--- src/include/dspm_map.svh ---
// offsets, field positions, encodings and reset values of the debug/serial pin mux
`ifndef DSPM_MAP_SVH
`define DSPM_MAP_SVH

// ---------------------------------------------
// pin indices within the muxed pad vector
// ---------------------------------------------
`define DSPM_PB0 0
`define DSPM_PB2 1
`define DSPM_PC0 2
`define DSPM_PC1 3
`define DSPM_PC2 4
`define DSPM_PC3 5
`define DSPM_PC4 6
`define DSPM_NPADS 7

// ---------------------------------------------
// configuration field positions
// ---------------------------------------------
`define DSPM_PB0_CFG 3:0
`define DSPM_PB2_CFG 11:8
`define DSPM_PC0_CFG 3:0
`define DSPM_PC1_CFG 7:4
`define DSPM_PC2_CFG 11:8
`define DSPM_DBG_GPIO_BIT 5
`define DSPM_REMAP_CH2_BIT 5

// ---------------------------------------------
// encodings
// ---------------------------------------------
`define DSPM_CFG_ALT_PP 4'h9
`define DSPM_CFG_ALT_OD 4'hD
`define DSPM_SC_UART 2'h1
`define DSPM_SC_SPI 2'h2
`define DSPM_SC_TWI 2'h3
`define DSPM_TRC_ASYNC 2'h0
`define DSPM_TRC_SYNC1 2'h1
`define DSPM_TRC_SYNC2 2'h2
`define DSPM_TRC_SYNC4 2'h3

// ---------------------------------------------
// interrupt select defaults and reset values
// ---------------------------------------------
`define DSPM_IRQC_DEFAULT 5'h0F
`define DSPM_EXT_INTERRUPT_D_DEFAULT 5'h10
`define DSPM_NPINS 24
`define DSPM_PAD_RESET 4'h0

`endif

--- src/include/dspm_pkg.sv ---
// types shared by the debug/serial pin mux
package dspm_pkg;
	typedef struct packed {
		logic out;
		logic oe;
		logic pull_up;
		logic pull_down;
	} dspm_pad_type;

	typedef struct packed {
		logic out;
		logic oe;
	} dspm_drive_type;

	typedef enum logic {
		DSPM_JTAG,
		DSPM_SWD
	} dspm_dbg_mode_type;
endpackage

--- src/rtl/dspm_cfg_decode.sv ---
// decode of one 4-bit pad configuration field
`timescale 1ns/100ps
`include "dspm_map.svh"
module dspm_cfg_decode
	import dspm_pkg::*;
(
	input  wire logic [3:0] field_in,
	output logic            alt_pp_out,
	output logic            alt_od_out
);
	assign alt_pp_out = (field_in == `DSPM_CFG_ALT_PP);
	assign alt_od_out = (field_in == `DSPM_CFG_ALT_OD);
endmodule

--- src/rtl/dspm_pad_cell.sv ---
// one registered pad driver: alternate or port drive plus pulls
`timescale 1ns/100ps
`include "dspm_map.svh"
module dspm_pad_cell
	import dspm_pkg::*;
#(
	parameter logic RST_PU = 1'b0,
	parameter logic RST_PD = 1'b0
) (
	input  wire logic           clock_in,
	input  wire logic           resetn_in,
	input  wire logic           use_alt_in,
	input  dspm_drive_type      alt_in,
	input  dspm_drive_type      gpio_in,
	input  wire logic           pull_up_in,
	input  wire logic           pull_down_in,
	output dspm_pad_type        pad_out
);
	dspm_pad_type pad_q;

	// pulls at reset match the default debug function of the pin
	always_ff @(posedge clock_in) begin
		if (!resetn_in) begin
			pad_q <= {2'b00, RST_PU, RST_PD};
		end else if (use_alt_in) begin
			pad_q <= {alt_in.out, alt_in.oe, pull_up_in, pull_down_in};
		end else begin
			pad_q <= {gpio_in.out, gpio_in.oe, pull_up_in, pull_down_in};
		end
	end

	assign pad_out = pad_q;
endmodule

--- src/rtl/dspm_pin_mux.sv ---
// debug, trace and serial pin function multiplexer
`timescale 1ns/100ps
`include "dspm_map.svh"
//
// Function
// - spi slave data in when spi slave
// - twowire clock open-drain, unless timer ch2 out remapped and enabled
// - uart receive input in uart mode
// - timer b ch2 out needs remap, enable, alt
// - timer b ch2 capture from pin when remapped
// - debug clock: jtag pull-down, else serial wire
// - pc2/pc4 gpio on debug bit, else jtag in jtag mode
// - async trace on pc2 in serial wire
// - pc3 gpio on debug bit or serial wire
// - jtag mode after reset or external reset
// - trace clock on pb0 when enabled, alt
// - trace bit0 on pc1 in sync trace
// - async trace alternatively on pc1
// - pc0 gpio: debug bit or swd, without trace bit1
// - pc0 jtag reset with pull-up in jtag
// - pc0 feeds irq d, pb0 irq a
// - pb0 feeds timer a clock, timer b mask
// - jtag data in pull-up in jtag mode
// - irq c and d pin selectable
module dspm_pin_mux
	import dspm_pkg::*;
(
	input  wire logic                    clock_in,
	input  wire logic                    resetn_in,
	input  wire logic                    external_reset_pin_in,
	input  wire logic [`DSPM_NPADS-1:0]  pads_in,
	output dspm_pad_type [`DSPM_NPADS-1:0] pads_out,
	input  wire logic                    debug_clock_pad_in,
	output dspm_pad_type                 debug_clock_pad_out,
	input  dspm_drive_type [`DSPM_NPADS-1:0] gpio_drive_in,
	output logic [`DSPM_NPADS-1:0]       gpio_read_out,
	input  wire logic [15:0]             portb_low_config_in,
	input  wire logic [15:0]             portc_low_config_in,
	input  wire logic [7:0]              debug_pin_config_in,
	input  wire logic [7:0]              timer_b_remap_option_reg_in,
	input  wire logic                    timer_b_ch2_out_enable_in,
	input  wire logic [1:0]              serial_ctrl1_mode_select_in,
	input  wire logic                    serial_ctrl1_spi_slave_in,
	input  wire logic                    trace_enable_in,
	input  wire logic [1:0]              trace_mode_in,
	input  wire logic                    swd_switch_in,
	input  wire logic                    jtag_switch_in,
	input  wire logic                    jtag_data_out_in,
	input  dspm_drive_type               serial_wire_clock_drive_in,
	input  dspm_drive_type               serial_wire_data_drive_in,
	input  wire logic                    async_trace_out_in,
	input  wire logic                    sync_trace_clock_in,
	input  wire logic                    sync_trace_bit0_in,
	input  wire logic                    sync_trace_bit1_in,
	input  wire logic                    twowire_clock_low_in,
	input  wire logic                    timer_b_channel2_in,
	input  wire logic [`DSPM_NPINS-1:0]  all_pins_in,
	input  wire logic [4:0]              interrupt_c_pin_select_in,
	input  wire logic [4:0]              interrupt_d_pin_select_in,
	output logic                         serial_ctrl1_slave_in_out,
	output logic                         serial_ctrl1_twowire_clock_out,
	output logic                         serial_ctrl1_uart_rx_out,
	output logic                         timer_b_channel2_out,
	output logic                         jtag_clock_out,
	output logic                         jtag_mode_select_out,
	output logic                         jtag_data_in_out,
	output logic                         jtag_reset_n_out,
	output logic                         serial_wire_clock_out,
	output logic                         serial_wire_data_out,
	output logic                         ext_interrupt_a_out,
	output logic                         ext_interrupt_c_out,
	output logic                         ext_interrupt_d_out,
	output logic                         timer_a_ext_clock_out,
	output logic                         timer_b_clock_mask_out,
	output logic                         debug_mode_swd_out
);
	// ---------------------------------------------
	// debug mode
	// ---------------------------------------------
	dspm_dbg_mode_type dbg_mode_q;
	dspm_dbg_mode_type dbg_mode_d;
	logic              swd;
	logic              dbg_gpio;

	always_comb begin
		dbg_mode_d = dbg_mode_q;
		case (dbg_mode_q)
			DSPM_JTAG: begin
				if (swd_switch_in) begin
					dbg_mode_d = DSPM_SWD;
				end
			end
			DSPM_SWD: begin
				if (jtag_switch_in) begin
					dbg_mode_d = DSPM_JTAG;
				end
			end
			default: begin
				dbg_mode_d = DSPM_JTAG;
			end
		endcase
	end

	// external reset wins over any switch request in the same cycle
	always_ff @(posedge clock_in) begin
		if (!resetn_in || !external_reset_pin_in) begin
			dbg_mode_q <= DSPM_JTAG;
		end else begin
			dbg_mode_q <= dbg_mode_d;
		end
	end

	assign swd                = (dbg_mode_q == DSPM_SWD);
	assign dbg_gpio           = debug_pin_config_in[`DSPM_DBG_GPIO_BIT];
	assign debug_mode_swd_out = swd;

	// ---------------------------------------------
	// configuration decode
	// ---------------------------------------------
	logic [3:0] cfg_field [5];
	logic [4:0] alt_pp;
	logic [4:0] alt_od;

	assign cfg_field[0] = portb_low_config_in[`DSPM_PB0_CFG];
	assign cfg_field[1] = portb_low_config_in[`DSPM_PB2_CFG];
	assign cfg_field[2] = portc_low_config_in[`DSPM_PC0_CFG];
	assign cfg_field[3] = portc_low_config_in[`DSPM_PC1_CFG];
	assign cfg_field[4] = portc_low_config_in[`DSPM_PC2_CFG];

	genvar g;
	generate
		for (g = 0; g < 5; g++) begin : g_dec
			dspm_cfg_decode u_dec (
				.field_in   (cfg_field[g]),
				.alt_pp_out (alt_pp[g]),
				.alt_od_out (alt_od[g])
			);
		end
	endgenerate

	// ---------------------------------------------
	// function conditions
	// ---------------------------------------------
	logic remap2;
	logic sc_spi_slave;
	logic sc_uart;
	logic scl_sel;
	logic tim_sel;
	logic async_trc;
	logic sync_trc;
	logic td1_active;
	logic trclk_sel;
	logic td0_sel;
	logic atrc_pc1_sel;
	logic atrc_pc2_sel;

	assign remap2       = timer_b_remap_option_reg_in[`DSPM_REMAP_CH2_BIT];
	assign sc_spi_slave = (serial_ctrl1_mode_select_in == `DSPM_SC_SPI)
	                      && serial_ctrl1_spi_slave_in;
	assign sc_uart      = (serial_ctrl1_mode_select_in == `DSPM_SC_UART);
	assign scl_sel      = (serial_ctrl1_mode_select_in == `DSPM_SC_TWI) && alt_od[1]
	                      && (!timer_b_ch2_out_enable_in || !remap2);
	assign tim_sel      = remap2 && timer_b_ch2_out_enable_in && alt_pp[1];
	assign async_trc    = trace_enable_in && (trace_mode_in == `DSPM_TRC_ASYNC);
	assign sync_trc     = trace_enable_in && (trace_mode_in != `DSPM_TRC_ASYNC);
	assign td1_active   = trace_enable_in && alt_pp[2]
	                      && ((trace_mode_in == `DSPM_TRC_SYNC2)
	                      || (trace_mode_in == `DSPM_TRC_SYNC4));
	assign trclk_sel    = trace_enable_in && alt_pp[0];
	assign td0_sel      = sync_trc && alt_pp[3];
	assign atrc_pc1_sel = async_trc && alt_pp[3];
	assign atrc_pc2_sel = swd && async_trc && alt_pp[4] && !dbg_gpio;

	// ---------------------------------------------
	// pad selection
	// ---------------------------------------------
	logic           [`DSPM_NPADS-1:0] use_alt;
	dspm_drive_type [`DSPM_NPADS-1:0] alt_drv;
	logic           [`DSPM_NPADS-1:0] pu;
	logic           [`DSPM_NPADS-1:0] pd;

	always_comb begin
		use_alt = '0;
		alt_drv = '0;
		pu      = '0;
		pd      = '0;
		use_alt[`DSPM_PB0] = trclk_sel;
		alt_drv[`DSPM_PB0] = '{sync_trace_clock_in, 1'b1};
		// open-drain clock only ever pulls low
		if (scl_sel) begin
			use_alt[`DSPM_PB2] = 1'b1;
			alt_drv[`DSPM_PB2] = '{1'b0, twowire_clock_low_in};
		end else if (tim_sel) begin
			use_alt[`DSPM_PB2] = 1'b1;
			alt_drv[`DSPM_PB2] = '{timer_b_channel2_in, 1'b1};
		end
		// bit1 trace keeps pc0 even against the debug bit
		if (td1_active) begin
			use_alt[`DSPM_PC0] = 1'b1;
			alt_drv[`DSPM_PC0] = '{sync_trace_bit1_in, 1'b1};
		end else if (!dbg_gpio && !swd) begin
			use_alt[`DSPM_PC0] = 1'b1;
			pu[`DSPM_PC0]      = 1'b1;
		end
		if (td0_sel) begin
			use_alt[`DSPM_PC1] = 1'b1;
			alt_drv[`DSPM_PC1] = '{sync_trace_bit0_in, 1'b1};
		end else if (atrc_pc1_sel) begin
			use_alt[`DSPM_PC1] = 1'b1;
			alt_drv[`DSPM_PC1] = '{async_trace_out_in, 1'b1};
		end
		if (!dbg_gpio && !swd) begin
			use_alt[`DSPM_PC2] = 1'b1;
			alt_drv[`DSPM_PC2] = '{jtag_data_out_in, 1'b1};
			use_alt[`DSPM_PC3] = 1'b1;
			pu[`DSPM_PC3]      = 1'b1;
			use_alt[`DSPM_PC4] = 1'b1;
			pu[`DSPM_PC4]      = 1'b1;
		end else if (atrc_pc2_sel) begin
			use_alt[`DSPM_PC2] = 1'b1;
			alt_drv[`DSPM_PC2] = '{async_trace_out_in, 1'b1};
			pu[`DSPM_PC2]      = 1'b1;
		end
		if (!dbg_gpio && swd) begin
			use_alt[`DSPM_PC4] = 1'b1;
			alt_drv[`DSPM_PC4] = serial_wire_data_drive_in;
			pu[`DSPM_PC4]      = 1'b1;
		end
	end

	generate
		for (g = 0; g < `DSPM_NPADS; g++) begin : g_pad
			localparam logic RPU = (g == `DSPM_PC0) || (g == `DSPM_PC3)
			                       || (g == `DSPM_PC4);
			dspm_pad_cell #(
				.RST_PU (RPU),
				.RST_PD (1'b0)
			) u_pad (
				.clock_in     (clock_in),
				.resetn_in    (resetn_in),
				.use_alt_in   (use_alt[g]),
				.alt_in       (alt_drv[g]),
				.gpio_in      (gpio_drive_in[g]),
				.pull_up_in   (pu[g]),
				.pull_down_in (pd[g]),
				.pad_out      (pads_out[g])
			);
		end
	endgenerate

	// debug clock pad has no port function of its own
	dspm_pad_cell #(
		.RST_PU (1'b0),
		.RST_PD (1'b1)
	) u_dbg_clk (
		.clock_in     (clock_in),
		.resetn_in    (resetn_in),
		.use_alt_in   (swd),
		.alt_in       (serial_wire_clock_drive_in),
		.gpio_in      ('0),
		.pull_up_in   (1'b0),
		.pull_down_in (!swd),
		.pad_out      (debug_clock_pad_out)
	);

	// ---------------------------------------------
	// input routing
	// ---------------------------------------------
	logic irq_c_d;
	logic irq_d_d;

	always_comb begin
		irq_c_d = all_pins_in[`DSPM_IRQC_DEFAULT];
		irq_d_d = pads_in[`DSPM_PC0];
		if (interrupt_c_pin_select_in < 5'(`DSPM_NPINS)) begin
			irq_c_d = all_pins_in[interrupt_c_pin_select_in];
		end
		if (interrupt_d_pin_select_in != `DSPM_EXT_INTERRUPT_D_DEFAULT
		    && interrupt_d_pin_select_in < 5'(`DSPM_NPINS)) begin
			irq_d_d = all_pins_in[interrupt_d_pin_select_in];
		end
	end

	// idle levels: uart receive and twowire clock high, the rest low
	always_ff @(posedge clock_in) begin
		if (!resetn_in) begin
			serial_ctrl1_slave_in_out      <= 1'b0;
			serial_ctrl1_twowire_clock_out <= 1'b1;
			serial_ctrl1_uart_rx_out       <= 1'b1;
			timer_b_channel2_out           <= 1'b0;
		end else begin
			serial_ctrl1_slave_in_out      <= sc_spi_slave && pads_in[`DSPM_PB2];
			serial_ctrl1_twowire_clock_out <= !scl_sel || pads_in[`DSPM_PB2];
			serial_ctrl1_uart_rx_out       <= !sc_uart || pads_in[`DSPM_PB2];
			timer_b_channel2_out           <= remap2 && pads_in[`DSPM_PB2];
		end
	end

	always_ff @(posedge clock_in) begin
		if (!resetn_in) begin
			jtag_clock_out        <= 1'b0;
			jtag_mode_select_out  <= 1'b1;
			jtag_data_in_out      <= 1'b1;
			jtag_reset_n_out      <= 1'b1;
			serial_wire_clock_out <= 1'b0;
			serial_wire_data_out  <= 1'b1;
		end else begin
			jtag_clock_out        <= !swd && debug_clock_pad_in;
			jtag_mode_select_out  <= dbg_gpio || pads_in[`DSPM_PC4];
			jtag_data_in_out      <= dbg_gpio || swd || pads_in[`DSPM_PC3];
			jtag_reset_n_out      <= dbg_gpio || swd || td1_active
			                         || pads_in[`DSPM_PC0];
			serial_wire_clock_out <= swd && debug_clock_pad_in;
			serial_wire_data_out  <= dbg_gpio || pads_in[`DSPM_PC4];
		end
	end

	always_ff @(posedge clock_in) begin
		if (!resetn_in) begin
			ext_interrupt_a_out    <= 1'b0;
			ext_interrupt_c_out    <= 1'b0;
			ext_interrupt_d_out    <= 1'b0;
			timer_a_ext_clock_out  <= 1'b0;
			timer_b_clock_mask_out <= 1'b0;
			gpio_read_out          <= '0;
		end else begin
			ext_interrupt_a_out    <= pads_in[`DSPM_PB0];
			ext_interrupt_c_out    <= irq_c_d;
			ext_interrupt_d_out    <= irq_d_d;
			timer_a_ext_clock_out  <= pads_in[`DSPM_PB0];
			timer_b_clock_mask_out <= pads_in[`DSPM_PB0];
			gpio_read_out          <= pads_in;
		end
	end
endmodule

--- config.mk ---
export PLATFORM = sky130hd
export DESIGN_NAME = dspm_pin_mux
export DESIGN_NICKNAME = d
export VERILOG_FILES = /design/src/include/dspm_pkg.sv /design/src/rtl/dspm_cfg_decode.sv /design/src/rtl/dspm_pad_cell.sv /design/src/rtl/dspm_pin_mux.sv
export VERILOG_INCLUDE_DIRS = /design/src /design/src/include
export SDC_FILE = /design/constraint.sdc
export NUM_CORES = 1
export LEC_CHECK = 0
export BUFFER_PORTS_ARGS = -buffer_cell sky130_fd_sc_hd__buf_2
export CAP_MARGIN = 5
export CELL_PAD_IN_SITES_DETAIL_PLACEMENT = 0
export CELL_PAD_IN_SITES_GLOBAL_PLACEMENT = 1
export CORE_UTILIZATION = 25
export DETAILED_ROUTE_END_ITERATION = 10
export PLACE_DENSITY_LB_ADDON = 0.1
export SLEW_MARGIN = 0
export SYNTH_ARGS = -nofsm -noshare
export SYNTH_HDL_FRONTEND = slang
export SYNTH_HIERARCHICAL = 1
export SYNTH_SLANG_ARGS = --single-unit
--- constraint.sdc ---
create_clock -name clock_in -period 1.55 [get_ports clock_in]
set_input_delay 0.155 -clock clock_in [delete_from_list [all_inputs] [get_ports clock_in]]
set_output_delay 0.155 -clock clock_in [all_outputs]
set_load 0.01 [all_outputs]
==> results of run 1 <==
## power by group
group          total (W)  internal, W  switching, W
registers        0.00139      0.00138     0.0000163
clock network   0.000937     0.000481      0.000456
logic           0.000496     0.000279      0.000217
total            0.00283      0.00214      0.000689
## worst max-delay path, cell delays in order
cell and delay (ps):
buf_2 160, mux4_1 590, mux4_2 470, o211a_1 220
## layout by cell type (no fill, tap or decap), drive strengths merged, types with 2 or more instances in the layout
cell,n
nor3,2
and4bb,5
mux4,12
clkbuf,5
a21boi,2
clkinv,2
or2,3
buf,165
and4b,2
nor2b,17
inv,3
conb,16
o21ai,2
dfxtp,51
and3,5
nor2,6
nand2,8
and2,22
nand2b,4
mux2i,18
nand3b,3
nand3,3
## worst min path at each step
stage               slack [ps]        from  depth (start not counted)                              end
finish                      40  pads_in[5]                          2      jtag_data_in_out$_SDFF_PN1_
floorplan                  230   resetn_in                          1  u_dbg_clk/pad_out[0]$_SDFF_PN1_
global route                40  pads_in[5]                          2      jtag_data_in_out$_SDFF_PN1_
detailed placement         360  pads_in[5]                          2      jtag_data_in_out$_SDFF_PN1_
global placement           350  pads_in[5]                          2      jtag_data_in_out$_SDFF_PN1_
CTS                         30  pads_in[5]                          2      jtag_data_in_out$_SDFF_PN1_
## metal layers
| metal | wire [um] | GRT usage |
|---|---|---|
| met1 | 2570 | 0.165 |
| met3 | 459 | 0.0340 |
| met5 | 0 | 0 |
| met4 | 48 | 0.0373 |
| met2 | 2900 | 0.205 |
## through the flow
stage          utilization  hold WS [ps]
2_1_floorplan            -           228
3_3_place_gp         0.381           354
3_5_place_dp         0.381           359
4_1_cts              0.395          29.2
5_1_grt              0.395          43.5
6_report             0.395          42.1
## cell type report
class	count	area (um2)
repair buffers	165	863
multi-input cells	144	1170
fillers	912	5070
clock buffers	5	68.8
inverters	3	11.3
clock inverters	3	43.8
well taps	105	131
flip-flops and latches	51	1020
==> impl_metrics.tcl, run 1 <==
set metrics [dict create \
    grt_pass1_vias 1796 \
    syn_area_per_cell_um2 11.4 \
    fin_crit_ps 1390 \
    gp_congestion 0.752 \
    final_area_um2 3310 \
    final_cells 476 \
    wl_mm 5.98 \
    drive_gt1_frac 0.515 \
    antenna_found_initial 0 \
    worstSetupPathType "input port to register" \
    clock_path_buffers 2 \
    cts_tree "yes" \
    cts_root_buffer "clkbuf_8" \
    dpl_cell_area_um2 3200 \
    status "finished, final reports clean" \
    clock_latency_ps 300 \
    p_total_w 0.00283 \
    cts_resized 0 \
    synth_warnings 6 \
    area_delta_synth_final_pct 50.0 \
    p_leak_nw 1.66 \
    drt_iter0_drc 35 \
    rsz0062_at_grt "false" \
    initial_core_util 0.263 \
    r2r_setup_slack_ps 170 \
    viasPerCell 4.20 \
    rr_worst_depth 5 \
    crit_path_max_fanout 5 \
    dieArea_um2 9200 \
    irDropWorstVdd_uv 512 \
    startpoint "interrupt_c_pin_select_in[0]" \
    coreArea_um2 8380 \
    cp-start-kind "input port" \
    cp_data_required_time_ps 1750 \
    critPathCapture "ext_interrupt_c_out$_SDFF_PN0_" \
    synth.cell_area_um2 2210 \
    setup_tns_ps 0 \
    grt_max_degree 19 \
    grt_pass1_wl_mm 8.71 \
    postRouteAntennaNets 0 \
    grt.overflow.total 0 \
    dr.pass1.iters 4 \
    ioPinCount 182 \
    hold_class "input port to register" \
    setup_slack_ps 162 \
    end_kind "register" \
    cts_setup_buffers 0 \
    placedCellCount 468 \
    synthCells 193 \
    row_count 33 \
    reg2reg_from "debug_mode_swd_out$_SDFF_PP0_" \
    max_freq_mhz 721 \
    clkTransAtPathRegs_ps 100 \
    io_buffers 155 \
    grt_usage 0.127 \
    drv_slew 0 \
    hold_violations 0 \
    skew_ps 2.90 \
    diodes 0 \
    detail_route.wl_per_cell_um 12.6 \
    period_share 0.895 \
    drv_cap 0 \
    dpl_worst_slack_ps -154 \
    h-tree-depth 2 \
    cts_made_buffers 5 \
    final_nets 497 \
    clkSinkCount 51 \
    hpwlAfterDp_mm 4.88 \
    drc 0 \
    largest_reg_flops 28 \
    r2r-end "g_pad[2].u_pad/pad_out[2]$_SDFF_PN0_" \
    worstPathArrival_ps 1590 \
    die_x_um 95.9 \
    cts_hold_buf 0 \
    setup_violations 0 \
    vias 2000 \
    power.density_nw_per_um2 855 \
    die_h_um 95.9 \
]
Note: power is estimated with default switching activity, not from simulation.
==> inputs of run 2 (changes only) <==
ABC_CLOCK_PERIOD_IN_PS = 1550   (was not set)
RECOVER_POWER = 50   (was not set)
==> impl_metrics.tcl, run 2 (same netlist as run 1, synthesis figures left out) <==
set metrics [dict create \
    h-tree-depth 2 \
    area_delta_synth_final_pct 48.1 \
    cts_hold_buf 0 \
    crit_path_max_fanout 5 \
    grt_max_degree 19 \
    cts_tree "yes" \
    path_depth 4 \
    row_count 33 \
    timing.critical_path.cells "buf_2 > mux4_1 > mux4_2 > o211a_1" \
    drv_cap 0 \
    cts_setup_buffers 0 \
    p_leak_nw 1.57 \
    regArea_um2 1020 \
    clkTransAtPathRegs_ps 90 \
    cp_data_required_time_ps 1750 \
    io_buffers 155 \
    die_h_um 95.9 \
    worstHoldPathCells 2 \
    drv_slew 0 \
    period_share 0.897 \
    status "finished, final reports clean" \
    postRouteAntennaNets 0 \
    dpl_cell_area_um2 3200 \
    layout_commonest_cell "buf_2" \
    whs_ps 46.6 \
    dr.pass1.iters 4 \
    irDropWorstVdd_uv 505 \
    power.density_nw_per_um2 860 \
    cts_made_buffers 5 \
    rr_worst_depth 5 \
    vias 1987 \
    die_x_um 95.9 \
    final_nets 497 \
    hold_violations 0 \
    skew_ps 2.00 \
    grt_usage 0.127 \
    viasPerCell 4.17 \
    dieArea_um2 9200 \
    final_cell_mix "buf_2 (131), dfxtp_1 (51), clkbuf_1 (27), and2_1 (19), mux2i_1 (18)" \
    cp.buffers_inverters 1 \
    wl_mm 6.00 \
    detail_route.wl_per_cell_um 12.6 \
    grt_pass1_vias 1796 \
    end_kind "register" \
    largest_reg_flops 28 \
    hpwlAfterDp_mm 4.88 \
    diodes 0 \
    crit_slowest_cell "mux4_1" \
    cts_root_buffer "clkbuf_8" \
    drive_gt1_frac 0.442 \
    worstMarginPinSlew_ps 682 \
    rsz0062_at_grt "false" \
    final_area_um2 3270 \
    worstPathArrival_ps 1590 \
    multi_input_area_um2 1170 \
    drt_iter0_drc 37 \
    slew_headroom 0.545 \
    cp-start-kind "input port" \
    clkSinkCount 51 \
    worstSetupPathType "input port to register" \
    max_freq_mhz 719 \
    gp_congestion 0.752 \
    crit_family "multiplexers" \
    grt.overflow.total 0 \
    antenna_found_initial 0 \
    clock_latency_ps 300 \
    fin_crit_ps 1390 \
    cpPeakStageDelay_ps 590 \
    initial_core_util 0.263 \
    fillers 916 \
    coreArea_um2 8380 \
    grt_pass1_wl_mm 8.71 \
    ioPinCount 182 \
    hold_class "input port to register" \
    setup_violations 0 \
    setup_tns_ps 0 \
    cts_resized 0 \
    clock_path_buffers 2 \
    drc 0 \
]
-- run 2: cell count changes in the layout (fill, tap and decap cells not counted), sizes merged --
cell,delta
clkbuf,+27
buf,-27
-- run 2: path summary, 6_finish.rpt --
| kind | start | to | slack (ps) |
|---|---|---|---|
| worst min-delay path | pads_in[5] | jtag_data_in_out$_SDFF_PN1_ | 50 |
| worst max register to register | debug_mode_swd_out$_SDFF_PP0_ | g_pad[4].u_pad/pad_out[2]$_SDFF_PN0_ | 180 |
| worst max-delay path | interrupt_c_pin_select_in[0] | ext_interrupt_c_out$_SDFF_PN0_ | 160 |
| worst min register to register | debug_mode_swd_out$_SDFF_PP0_ | serial_wire_clock_out$_SDFF_PN0_ | 530 |
-- run 2: per-layer routing --
metal,routed length (um),share of wire,vias to the layer above,GRT usage
li1,-,-,1021,-
met1,2580,0.43,886,0.165
met2,2940,0.49,78,0.205
met3,448,0.075,2,0.0340
met4,27,0.0045,0,0.0373
met5,0,0,-,0
-- run 2: report_power, final --
| group | internal (W) | switching (W) | total [W] | leakage [nW] |
|---|---|---|---|---|
| Sequential | 0.00138 | 0.0000173 | 0.00139 | 0.423 |
| Combinational | 0.000266 | 0.000217 | 0.000484 | 1.09 |
| Clock | 0.000481 | 0.000451 | 0.000933 | 0.0581 |
-- run 2: cell type report --
cell class              instances  area share
clock buffers                   5      0.0211
clock inverters                 3      0.0134
inverters                       3     0.00345
multi-input cells             144       0.358
flip-flops and latches         51       0.313
well taps                     105      0.0402
repair buffers                165       0.252
-- run 2: per-stage QoR --
step	instances	util	worst slack [ps]	total power (W)
CTS	476	0.395	144	0.00289
finish	476	0.390	159	0.00281
global route	476	0.390	26.0	0.00298
global placement	468	0.381	-129	0.00192
floorplan	207	-	0.494	0.00166
detailed placement	468	0.381	-154	0.00193
==> inputs of run 3 (changes only) <==
ABC_CLOCK_PERIOD_IN_PS = 1800   (was 1550)
CORE_UTILIZATION = 30   (was 25)
clock period = 1.8 ns   (was 1.55 ns; I/O delays follow)
==> impl_metrics.tcl, run 3 (same netlist as run 1, synthesis figures left out) <==
set metrics [dict create \
    status "finished, final reports clean" \
    row_count 30 \
    cts_root_buffer "clkbuf_8" \
    critPathCapture "ext_interrupt_c_out$_SDFF_PN0_" \
    wl_mm 5.40 \
    drv_slew 0 \
    crit_path_max_fanout 5 \
    grt_pass1_wl_mm 8.30 \
    crit_family "multiplexers" \
    vias 1972 \
    skew_ps 2.48 \
    drv_cap 0 \
    irDropWorstVdd_uv 339 \
    drc 0 \
    worstPathArrival_ps 1650 \
    coreArea_um2 6940 \
    clkSinkCount 51 \
    rr_worst_depth 5 \
    diodes 0 \
    slew_headroom 0.540 \
    route.top_layer_used "met4" \
    worstMarginPinSlew_ps 689 \
    hold_violations 0 \
    die_x_um 87.8 \
    clock_path_buffers 2 \
    ioPinCount 182 \
    r2r-end "g_pad[4].u_pad/pad_out[3]$_SDFF_PN0_" \
    cpPeakStageDelay_ps 600 \
    dieArea_um2 7700 \
    initial_core_util 0.318 \
    fin_crit_ps 1440 \
    grt.overflow.total 0 \
    cp.buffers_inverters 1 \
    fillers 740 \
    area_delta_synth_final_pct 44.0 \
    die_h_um 87.8 \
    cp-start-kind "input port" \
    whs_ps 77.3 \
    reg2reg_from "debug_mode_swd_out$_SDFF_PP0_" \
    setup_tns_ps 0 \
    dr_wl_met3_um 521 \
    cts_setup_buffers 0 \
    rsz0062_at_grt "false" \
    layout_commonest_cell "buf_2" \
    dr.pass1.iters 4 \
    drive_gt1_frac 0.429 \
    cts_tree "yes" \
    antenna_found_initial 0 \
    setup_violations 0 \
    grt_usage 0.140 \
    startpoint "interrupt_c_pin_select_in[0]" \
    power.density_nw_per_um2 707 \
    clkTransAtPathRegs_ps 90 \
    detail_route.wl_per_cell_um 11.7 \
    timing.critical_path.cells "buf_2 > mux4_1 > mux4_2 > o211a_1" \
    final_cell_mix "buf_2 (130), dfxtp_1 (51), clkbuf_1 (29), and2_1 (19), mux2i_1 (18)" \
    wl_met1_mm 2.27 \
    grt_pass1_vias 1869 \
    end_kind "register" \
    worstSetupPathType "input port to register" \
    postRouteAntennaNets 0 \
    drt_iter0_drc 28 \
    cp_data_required_time_ps 2000 \
    period_share 0.801 \
    cts_hold_buf 0 \
    grt_max_degree 20 \
    largest_reg_flops 28 \
    gp_congestion 0.813 \
    path_depth 4 \
    met2_length_mm 2.51 \
    hpwlAfterDp_mm 4.44 \
    viasPerCell 4.27 \
    h-tree-depth 2 \
    final_nets 492 \
    cts_made_buffers 5 \
    crit_slowest_cell "mux4_1" \
    p_total_w 0.00225 \
    clock_latency_ps 300 \
    io_buffers 155 \
    hold_class "input port to register" \
    p_leak_nw 1.51 \
    r2r_setup_slack_ps 390 \
    max_freq_mhz 694 \
    cts_resized 0 \
]
==> run 3: changes by cell type in the layout (fill, tap and decap cells not counted) <==
cell	previous run	this run
buf_12	1	0
bufinv_16	1	0
clkbuf_1	27	29
buf_4	6	2
clkinvlp_4	0	1
buf_2	131	130
clkinv_4	1	0
==> run 3: final cells by class <==
type,count,area (um2),area share
clock buffers,6,72.6,0.0228
clock inverters,2,12.5,0.00394
inverters,3,11.3,0.00354
multi-input cells,144,1170,0.368
flip-flops and latches,51,1020,0.321
well taps,96,120,0.0378
repair buffers,160,771,0.243
==> run 3: routing by layer <==
metal | up-vias | track usage
li1 | 1015 | -
met1 | 860 | 0.165
met2 | 88 | 0.233
met3 | 9 | 0.0556
met4 | 0 | 0.0432
met5 | - | 0
==> run 3: worst min-delay path by stage <==
stage               depth (start not counted)                              end       start
floorplan                                   1  u_dbg_clk/pad_out[0]$_SDFF_PN1_   resetn_in
global placement                            2      jtag_data_in_out$_SDFF_PN1_  pads_in[5]
detailed placement                          2      gpio_read_out[0]$_SDFF_PN0_  pads_in[0]
CTS                                         2      gpio_read_out[0]$_SDFF_PN0_  pads_in[0]
global route                                2      gpio_read_out[0]$_SDFF_PN0_  pads_in[0]
finish                                      2      gpio_read_out[0]$_SDFF_PN0_  pads_in[0]
==> run 3: power breakdown <==
group	switching [W]	internal, W
registers	0.0000140	0.00119
logic	0.000183	0.000221
clock network	0.000369	0.000272
==> run 3: per-stage QoR <==
stage	util	cells	instance area [um2]	setup WS, ps
after floorplan	-	207	2260	225
after global placement	0.451	454	3130	64.8
after detailed placement	0.451	454	3130	50.8
after CTS	0.464	462	3220	367
after global routing	0.457	462	3180	245
final	0.457	462	3180	359
